### src/verilog/bsc_pkg.sv
// Shared constants and types for the buck sequencing slot configuration bank.
// Assumes a 32-bit AXI4-Lite register bus and a 10 MHz mclk.
package bsc_pkg;

  // Number of step-down regulators served by this bank.
  localparam int unsigned NUM_BUCKS = 4;

  // Register indices as printed; the byte address is four times the index.
  localparam logic [9:0] IDX_BUCK0_SEQ_CFG  = 10'h0a4;
  localparam logic [9:0] IDX_BUCK1_SEQ_CFG  = 10'h0a5;
  localparam logic [9:0] IDX_BUCK2_SEQ_CFG  = 10'h0a6;
  localparam logic [9:0] IDX_BUCK3_SEQ_CFG  = 10'h0a7;
  localparam logic [9:0] IDX_SEQ_STATUS     = 10'h0b0;

  // Field positions inside one configuration byte.
  localparam int unsigned SRC_MSB  = 7;
  localparam int unsigned SRC_LSB  = 6;
  localparam int unsigned UP_MSB   = 5;
  localparam int unsigned UP_LSB   = 3;
  localparam int unsigned DN_MSB   = 2;
  localparam int unsigned DN_LSB   = 0;

  // Sequencer source codes.
  localparam logic [1:0] SRC_SEQ_ZERO   = 2'h0;
  localparam logic [1:0] SRC_SEQ_ONE_A  = 2'h1;
  localparam logic [1:0] SRC_SEQ_ONE_B  = 2'h2;
  localparam logic [1:0] SRC_EXCLUDED   = 2'h3;

  // Bus answer codes.
  localparam logic [1:0] RESP_OKAY   = 2'h0;
  localparam logic [1:0] RESP_SLVERR = 2'h2;

  // Status register field positions.
  localparam int unsigned STAT_EN_LSB  = 0;
  localparam int unsigned STAT_MGD_LSB = 4;
  localparam int unsigned STAT_SEL_LSB = 8;
  localparam int unsigned STAT_LOADED  = 12;

  // One configuration byte, packed in register bit order.
  typedef struct packed {
    logic [1:0] source;
    logic [2:0] upSlot;
    logic [2:0] downSlot;
  } bsc_cfg_t;

  // One time-slot step issued by a sequencer engine.
  typedef struct packed {
    logic       upStep;
    logic       downStep;
    logic [2:0] slot;
  } bsc_seq_evt_t;

endpackage

### src/verilog/bsc_buck_slot.sv
// One regulator's sequencing configuration byte and the enable it steers.
// Assumes sequencer steps come from logic on mclk, so they are used unsynchronised.
`timescale 1ns/100ps
`default_nettype none

module bsc_buck_slot (
  input  wire logic                  mclk,
  input  wire logic                  rst_n,
  input  wire logic                  loadOtp,
  input  wire bsc_pkg::bsc_cfg_t     otpValue,
  input  wire logic                  writeEn,
  input  wire logic [7:0]            writeData,
  input  wire bsc_pkg::bsc_seq_evt_t seqZeroEvt,
  input  wire bsc_pkg::bsc_seq_evt_t seqOneEvt,
  output bsc_pkg::bsc_cfg_t          cfg,
  output logic                       managed,
  output logic                       useSeqOne,
  output logic                       buckEnable
);

  bsc_pkg::bsc_seq_evt_t selEvt;
  logic                  upHit;
  logic                  downHit;

  // Code 00 picks sequencer zero, 01 and 10 both pick sequencer one.
  assign useSeqOne = (cfg.source == bsc_pkg::SRC_SEQ_ONE_A) ||
                     (cfg.source == bsc_pkg::SRC_SEQ_ONE_B);
  // Code 11 takes the regulator out of every sequence.
  assign managed   = (cfg.source != bsc_pkg::SRC_EXCLUDED);
  assign selEvt    = useSeqOne ? seqOneEvt : seqZeroEvt;

  // Slot numbers are plain binary, compared against the running slot.
  assign upHit   = managed && selEvt.upStep && (selEvt.slot == cfg.upSlot);
  assign downHit = managed && selEvt.downStep && (selEvt.slot == cfg.downSlot);

  // Reset clears the byte; the factory values land on the first edge after release.
  always_ff @(posedge mclk or negedge rst_n) begin
    if (!rst_n) begin
      cfg <= '0;
    end else if (loadOtp) begin
      cfg <= otpValue;
    end else if (writeEn) begin
      cfg <= bsc_pkg::bsc_cfg_t'(writeData);
    end
  end

  // A down step wins over an up step in the same cycle, so a collision leaves the rail off.
  always_ff @(posedge mclk or negedge rst_n) begin
    if (!rst_n) begin
      buckEnable <= 1'b0;
    end else if (downHit) begin
      buckEnable <= 1'b0;
    end else if (upHit) begin
      buckEnable <= 1'b1;
    end
  end

endmodule // bsc_buck_slot

`default_nettype wire

### src/verilog/bsc_top.sv
// Buck sequencing slot configuration bank with its AXI4-Lite register slave.
// Assumes the sequencer engines and factory option store run on mclk and that
// the option values are stable from reset release onward.
`timescale 1ns/100ps
`default_nettype none

// Behaviour
// - Source code 00 selects sequencer zero; codes 01 and 10 select sequencer one.
// - Source code 11 removes the regulator from every sequence; no sequencer switches it.
// - Up slot field, bits 5 to 3, is the binary slot that enables the rail.
// - Down slot field, bits 2 to 0, is the binary slot that disables the rail.
// - Software writes and reads back every field of each buck register.
module bsc_top #(
  parameter int unsigned ADDR_W = 12
) (
  input  wire logic                  mclk,
  input  wire logic                  rst_n,
  // Factory option values, one byte per regulator.
  input  wire bsc_pkg::bsc_cfg_t     otpBuck0,
  input  wire bsc_pkg::bsc_cfg_t     otpBuck1,
  input  wire bsc_pkg::bsc_cfg_t     otpBuck2,
  input  wire bsc_pkg::bsc_cfg_t     otpBuck3,
  // Slot steps from the two sequencer engines.
  input  wire bsc_pkg::bsc_seq_evt_t seqZeroEvt,
  input  wire bsc_pkg::bsc_seq_evt_t seqOneEvt,
  // Per-regulator results.
  output logic [3:0]                 buckEnable,
  output logic [3:0]                 buckManaged,
  // AXI4-Lite write address channel.
  input  wire logic [ADDR_W-1:0]     s_axi_awaddr,
  input  wire logic [2:0]            s_axi_awprot,
  input  wire logic                  s_axi_awvalid,
  output logic                       s_axi_awready,
  // AXI4-Lite write data channel.
  input  wire logic [31:0]           s_axi_wdata,
  input  wire logic [3:0]            s_axi_wstrb,
  input  wire logic                  s_axi_wvalid,
  output logic                       s_axi_wready,
  // AXI4-Lite write response channel.
  output logic [1:0]                 s_axi_bresp,
  output logic                       s_axi_bvalid,
  input  wire logic                  s_axi_bready,
  // AXI4-Lite read address channel.
  input  wire logic [ADDR_W-1:0]     s_axi_araddr,
  input  wire logic [2:0]            s_axi_arprot,
  input  wire logic                  s_axi_arvalid,
  output logic                       s_axi_arready,
  // AXI4-Lite read data channel.
  output logic [31:0]                s_axi_rdata,
  output logic [1:0]                 s_axi_rresp,
  output logic                       s_axi_rvalid,
  input  wire logic                  s_axi_rready
);

  localparam int unsigned NB = bsc_pkg::NUM_BUCKS;

  // Load sequencing after reset.
  logic                   otpLoaded;
  logic                   loadOtp;

  // Held write address and data, taken in either order.
  logic                   awHeld;
  logic [ADDR_W-1:0]      awAddr;
  logic                   wHeld;
  logic [7:0]             wData;
  logic                   wLane0;

  // Write decode.
  logic                   writeFire;
  logic [9:0]             writeIdx;
  logic [NB-1:0]          writeHit;
  logic                   writeMapped;

  // Read decode.
  logic                   readFire;
  logic [9:0]             readIdx;
  logic [NB-1:0]          readHit;
  logic                   readStatus;
  logic                   readMapped;
  logic [31:0]            readWord;
  logic [31:0]            statusWord;

  // Per-regulator views.
  bsc_pkg::bsc_cfg_t      otpArr [NB];
  bsc_pkg::bsc_cfg_t      cfgArr [NB];
  logic [NB-1:0]          useSeqOne;
  logic [NB-1:0]          writeEn;
  logic [7:0]             cfgBytes [NB];

  // Printed register indices in regulator order.
  logic [9:0]             cfgIdx [NB];

  assign otpArr[0] = otpBuck0;
  assign otpArr[1] = otpBuck1;
  assign otpArr[2] = otpBuck2;
  assign otpArr[3] = otpBuck3;

  assign cfgIdx[0] = bsc_pkg::IDX_BUCK0_SEQ_CFG;
  assign cfgIdx[1] = bsc_pkg::IDX_BUCK1_SEQ_CFG;
  assign cfgIdx[2] = bsc_pkg::IDX_BUCK2_SEQ_CFG;
  assign cfgIdx[3] = bsc_pkg::IDX_BUCK3_SEQ_CFG;

  // The asynchronous reset can only give the flops a constant, so the factory
  // values are copied by a clocked load on the first edge after release.
  always_ff @(posedge mclk or negedge rst_n) begin
    if (!rst_n) begin
      otpLoaded <= 1'b0;
    end else begin
      otpLoaded <= 1'b1;
    end
  end

  assign loadOtp = !otpLoaded;

  // The bus stays closed until the load is done, so a early write can never
  // be overwritten by the factory values a cycle later.
  assign s_axi_awready = otpLoaded && !awHeld;
  assign s_axi_wready  = otpLoaded && !wHeld;
  assign s_axi_arready = otpLoaded && !s_axi_rvalid;

  // A write completes once both halves are held and no answer is pending.
  assign writeFire   = awHeld && wHeld && !s_axi_bvalid;
  assign writeIdx    = awAddr[11:2];
  assign writeMapped = (|writeHit) || (writeIdx == bsc_pkg::IDX_SEQ_STATUS);

  // Capture the write address when it is offered.
  always_ff @(posedge mclk or negedge rst_n) begin
    if (!rst_n) begin
      awHeld <= 1'b0;
      awAddr <= '0;
    end else if (s_axi_awvalid && s_axi_awready) begin
      awHeld <= 1'b1;
      awAddr <= s_axi_awaddr;
    end else if (writeFire) begin
      awHeld <= 1'b0;
    end
  end

  // Capture the write data; only byte lane 0 carries register bits.
  always_ff @(posedge mclk or negedge rst_n) begin
    if (!rst_n) begin
      wHeld  <= 1'b0;
      wData  <= '0;
      wLane0 <= 1'b0;
    end else if (s_axi_wvalid && s_axi_wready) begin
      wHeld  <= 1'b1;
      wData  <= s_axi_wdata[7:0];
      wLane0 <= s_axi_wstrb[0];
    end else if (writeFire) begin
      wHeld  <= 1'b0;
    end
  end

  // Write answer: OKAY for any mapped word, SLVERR for a hole in the map.
  // The status word is read-only; a write to it is answered OKAY and dropped.
  always_ff @(posedge mclk or negedge rst_n) begin
    if (!rst_n) begin
      s_axi_bvalid <= 1'b0;
      s_axi_bresp  <= bsc_pkg::RESP_OKAY;
    end else if (writeFire) begin
      s_axi_bvalid <= 1'b1;
      s_axi_bresp  <= writeMapped ? bsc_pkg::RESP_OKAY : bsc_pkg::RESP_SLVERR;
    end else if (s_axi_bready) begin
      s_axi_bvalid <= 1'b0;
    end
  end

  // Read decode runs straight off the offered address.
  assign readFire   = s_axi_arvalid && s_axi_arready;
  assign readIdx    = s_axi_araddr[11:2];
  assign readStatus = (readIdx == bsc_pkg::IDX_SEQ_STATUS);
  assign readMapped = (|readHit) || readStatus;

  // Status word shows live enables, membership and sequencer choice.
  assign statusWord = {19'h0, otpLoaded, useSeqOne, buckManaged, buckEnable};

  // Read data selection; unused upper bits read as zero.
  always_comb begin
    readWord = 32'h0;
    for (int i = 0; i < NB; i++) begin
      if (readHit[i]) begin
        readWord = {24'h0, cfgBytes[i]};
      end
    end
    if (readStatus) begin
      readWord = statusWord;
    end
  end

  // Read answer comes out of flops one cycle after the address is taken.
  always_ff @(posedge mclk or negedge rst_n) begin
    if (!rst_n) begin
      s_axi_rvalid <= 1'b0;
      s_axi_rdata  <= '0;
      s_axi_rresp  <= bsc_pkg::RESP_OKAY;
    end else if (readFire) begin
      s_axi_rvalid <= 1'b1;
      s_axi_rdata  <= readWord;
      s_axi_rresp  <= readMapped ? bsc_pkg::RESP_OKAY : bsc_pkg::RESP_SLVERR;
    end else if (s_axi_rready) begin
      s_axi_rvalid <= 1'b0;
    end
  end

  // One configuration slot per regulator.
  for (genvar g = 0; g < NB; g++) begin : gBuck
    assign writeHit[g] = (writeIdx == cfgIdx[g]);
    assign readHit[g]  = (readIdx == cfgIdx[g]);
    assign writeEn[g]  = writeFire && writeHit[g] && wLane0;
    assign cfgBytes[g] = cfgArr[g];

    bsc_buck_slot uSlot (
      .mclk       (mclk),
      .rst_n      (rst_n),
      .loadOtp    (loadOtp),
      .otpValue   (otpArr[g]),
      .writeEn    (writeEn[g]),
      .writeData  (wData),
      .seqZeroEvt (seqZeroEvt),
      .seqOneEvt  (seqOneEvt),
      .cfg        (cfgArr[g]),
      .managed    (buckManaged[g]),
      .useSeqOne  (useSeqOne[g]),
      .buckEnable (buckEnable[g])
    );
  end

endmodule // bsc_top

`default_nettype wire

### config.mk
export PLATFORM = sky130hd
export DESIGN_NAME = bsc_top
export DESIGN_NICKNAME = d
export VERILOG_FILES = /design/src/verilog/bsc_pkg.sv /design/src/verilog/bsc_buck_slot.sv /design/src/verilog/bsc_top.sv
export SDC_FILE = /design/constraint.sdc
export NUM_CORES = 1
export LEC_CHECK = 0
export BUFFER_PORTS_ARGS = -buffer_cell sky130_fd_sc_hd__buf_2
export CORE_ASPECT_RATIO = 0.9
export CORE_MARGIN = 3
export CORE_UTILIZATION = 45
export DETAILED_ROUTE_END_ITERATION = 16
export PLACE_DENSITY = 0.82
export SLEW_MARGIN = 10
export SYNTH_ARGS = -nofsm -noshare
export SYNTH_HDL_FRONTEND = slang
export SYNTH_SLANG_ARGS = --single-unit
### constraint.sdc
create_clock -name mclk -period 2.1 [get_ports mclk]
set_clock_uncertainty 0.2 [all_clocks]
set_input_delay 0 -clock mclk [delete_from_list [all_inputs] [get_ports mclk]]
set_output_delay 0 -clock mclk [all_outputs]
set_load 0.05 [all_outputs]
==> out/results.ini <==
[sta]
rsz0062_at_grt=true
timing.final.hold_violations=0
slew_headroom=0.632
layout_worst_path_cycle_share=1.09
highest_clock_frequency_the_design_can_meet_mhz=438
tns_setup_ns=-2.46
worst_pin_slew_ns=0.551
finalSetupViolCount=16
finalWorstSetupSlack_ns=-0.185
hold_slack_ns=0.0164
finalCriticalPeriod_ns=2.29
drv_slew=0

[synth]
post_synth.cell_area_avg_um2=10.6
synth_top_cells_by_area=dfrtp_1 (43%), mux2_2 (9.5%), mux2i_1 (9.1%)
yosys_warnings=0
synth.yosys.seq_area_share=0.426
ys_ff_latch=75
synth-edff-count=0
post_synth_inst_count=414
yosys.cell_types.count=51
synth_largest_area_cell=dfrtp_1
syn-cell-area_um2=4410
dominantRegCellSynth=dfrtp_1
synth_async_sr_flop_share=1.00
synth_top_area_frac=0.426

[power]
vdd_ir_drop_max_v=0.000695
cellInternalPower_mw=3.23
power.static_leakage_nw=2.80
totalPowerFinal_mw=5.57
clock_power_share=0.195
combinationalPowerShare=0.389
power.share.switching=0.421
seq_power_share=0.415
powerDensity_nw_per_um2=903
power.switching_mw=2.34

[placement]
placedInstanceArea_um2=5080
io_buffers=105
dpl.hpwl_mm=9.13
post-place-cells=634
finalWeightedCongestion=0.870
dp_worst_setup_slack_ns=-0.0537

[routing]
drt_iter0_markers=524
drt_pass1_iterations=6
wire_length_per_cell_after_detailed_routing_um=19.6
antenna_violation_net_count_after_detailed_routing=0
vias=4125
wl_mm=14.3
route.detailed.vias_per_inst=5.68
drc=0

[grt]
grt_pass1_wl_mm=21.5
grt_pass1_vias=4101
groute.usage.overall=0.257
number_of_antenna_violations_at_the_first_check_in_global_routing=0
total_gr_overflow=0
grt_max_degree=76

[clock_network]
clkSlewWorstSetupHoldPaths_ns=0.09
clockBufferDepth=2
cts_buffers=9
root_buffer=clkbuf_8
cts_num_sinks=75
level_count_of_the_clock_h_tree=3
tritoncts=done
worst_skew_pair.late_latency_ns=0.37

[final_layout]
fillerInstances=679
final_layout_size_suffix_gt1_frac=0.377
area_growth_pct=40.0
post_layout_nonfiller_instances=726
final_cell_area_um2=6170
antenna_cells_inserted=0
final_core_utilization=0.661
final_nets=718

[worst_setup_path]
worstSetupPathType=reg -> reg
worst-endpoint-arrival_ns=2.34
end_kind=flop
r2r_setup_slack_ns=-0.19
crit_required_ns=2.16
startpoint_type=flop
rr_startpoint=awAddr[8]
crit_path_max_fanout=8
rr_endpoint=gBuck[1].uSlot.cfg[0]
r2r.worst_path.cells=5

[worst_hold_path]
worst_hold_startpoint=seqZeroEvt[4]
whs_path_depth=5
hold-path-endpoint=gBuck[3].uSlot.buckEnable
min_path_type=in -> reg

[job]
max-cap-violations=0

[floorplanning]
dieArea_um2=11000
die-height_um=99.9
design.portCount=164
initial_util=0.472
core-area_um2=9330
die_w_um=110
floorplan.rows=33

[status]
failing_checks=negative setup slack
status=finished with violations

==> routing by layer <==
layer / vias up / GRT usage / part of all wire
met4: 0 / 0.101 / 0.044
met2: 253 / 0.435 / 0.49
met3: 61 / 0.0540 / 0.081
li1: 1810 / - / -
met1: 2001 / 0.321 / 0.39
met5: - / 0 / 0
==> cells in the final DEF (no fill, tap or decap), types with 10 or more instances in the layout <==
cell / netlist / layout
conb_1: 2 / 22
buf_2: 1 / 105
dfrtp_1: 75 / 73
buf_4: 29 / 19
o21ai_0: 12 / 12
mux2_2: 37 / 37
xor2_1: 20 / 20
nor2_1: 30 / 27
nand2_1: 20 / 20
mux2i_1: 40 / 32
nand3_1: 21 / 12
dlygate4sd3_1: 0 / 73
inv_1: 10 / 10
==> power by group through the flow <==
stage          Sequential (mW)  Clock [mW]  Combinational [mW]
2_1_floorplan             2.15           0                1.39
3_3_place_gp              2.23           0                1.84
4_1_cts                   2.24        1.08                2.02
6_report                  2.32        1.09                2.17
5_1_grt                   2.34        1.16                2.30
3_5_place_dp              2.26           0                1.89
==> registers in the layout (all words and copies together), names as in the netlist <==
name	cells
s_axi_bvalid	1
otpLoaded	1
s_axi_bresp	1
awHeld	1
wLane0	1
awAddr	10
s_axi_rresp	1
gBuck.uSlot.cfg	32
s_axi_rdata	13
wHeld	1
wData	8
s_axi_rvalid	1
gBuck.uSlot.buckEnable	4
==> timing repair <==
action                                 in CTS  in global routing
buffers inserted                            1                  2
gates resized for setup                     5                 27
setup endpoints to repair                  20                 50
hold buffers                               73                  0
pin swaps                                   0                 14
endpoints found under the hold margin     143                  0
==> Yosys cell counts (2+ instances only) <==
library cell / instances
ha_1: 4
buf_1: 2
nand2_1: 20
o311ai_0: 4
buf_4: 29
a21oi_2: 8
conb_1: 2
inv_1: 10
nand4_1: 8
o211ai_1: 8
nor3_1: 4
nand3_1: 21
nand3b_1: 2
or4_1: 2
nor2_1: 30
a21oi_1: 9
nor4_4: 2
dfrtp_1: 75
xor2_1: 20
xnor2_1: 4
mux2_1: 2
clkbuf_1: 17
mux2_2: 37
mux2i_1: 40
nand2b_1: 3
a31oi_1: 4
o221ai_1: 4
nor2b_1: 3
o21ai_0: 12
a41oi_1: 4
a22o_1: 4
==> worst max-delay path by stage <==
stage | start | endpoint | slack (ns)
3_5_place_dp | awAddr[11] | gBuck[0].uSlot.cfg[6] | -0.05
6_report | awAddr[8] | gBuck[1].uSlot.cfg[0] | -0.19
5_1_grt | awAddr[8] | gBuck[2].uSlot.cfg[2] | -0.23
4_1_cts | s_axi_bvalid | gBuck[1].uSlot.cfg[6] | -0.03
2_1_floorplan | s_axi_bvalid | gBuck[1].uSlot.cfg[0] | -0.30
3_3_place_gp | awAddr[3] | gBuck[0].uSlot.cfg[0] | -0.02
==> cells by family (layout without fill, tap and decap cells) <==
family / Yosys count / count (layout) / synth area share
AO/OA/AOI/OAI: 62 / 62 / 0.105
XOR/XNOR: 24 / 24 / 0.0477
adder cells (fa/ha/maj): 4 / 4 / 0.0114
buffers and inverters: 60 / 230 / 0.0761
flip-flops: 75 / 75 / 0.426
multiplexers: 79 / 79 / 0.191
other: 2 / 22 / 0.00170
AND/OR/NAND/NOR: 108 / 108 / 0.142
==> final cells by class <==
cell class	count	area, um^2	share of cell area
clock inverter	7	60.1	0.00973
multi-input combinational	299	2420	0.392
clock buffer	9	124	0.0201
inverter	11	45.0	0.00730
timing repair buffer	203	1490	0.242
sequential	75	1880	0.305
tap	122	153	0.0247
==> worst max-delay path, stage by stage (launching register included) <==
cell and delay (ns):
dfrtp_1 0.39, nand4bb_4 0.25, or4_4 0.48, o41ai_4 0.31, buf_6 0.20, mux2_2 0.35
Power figures use the tool's default switching activity.
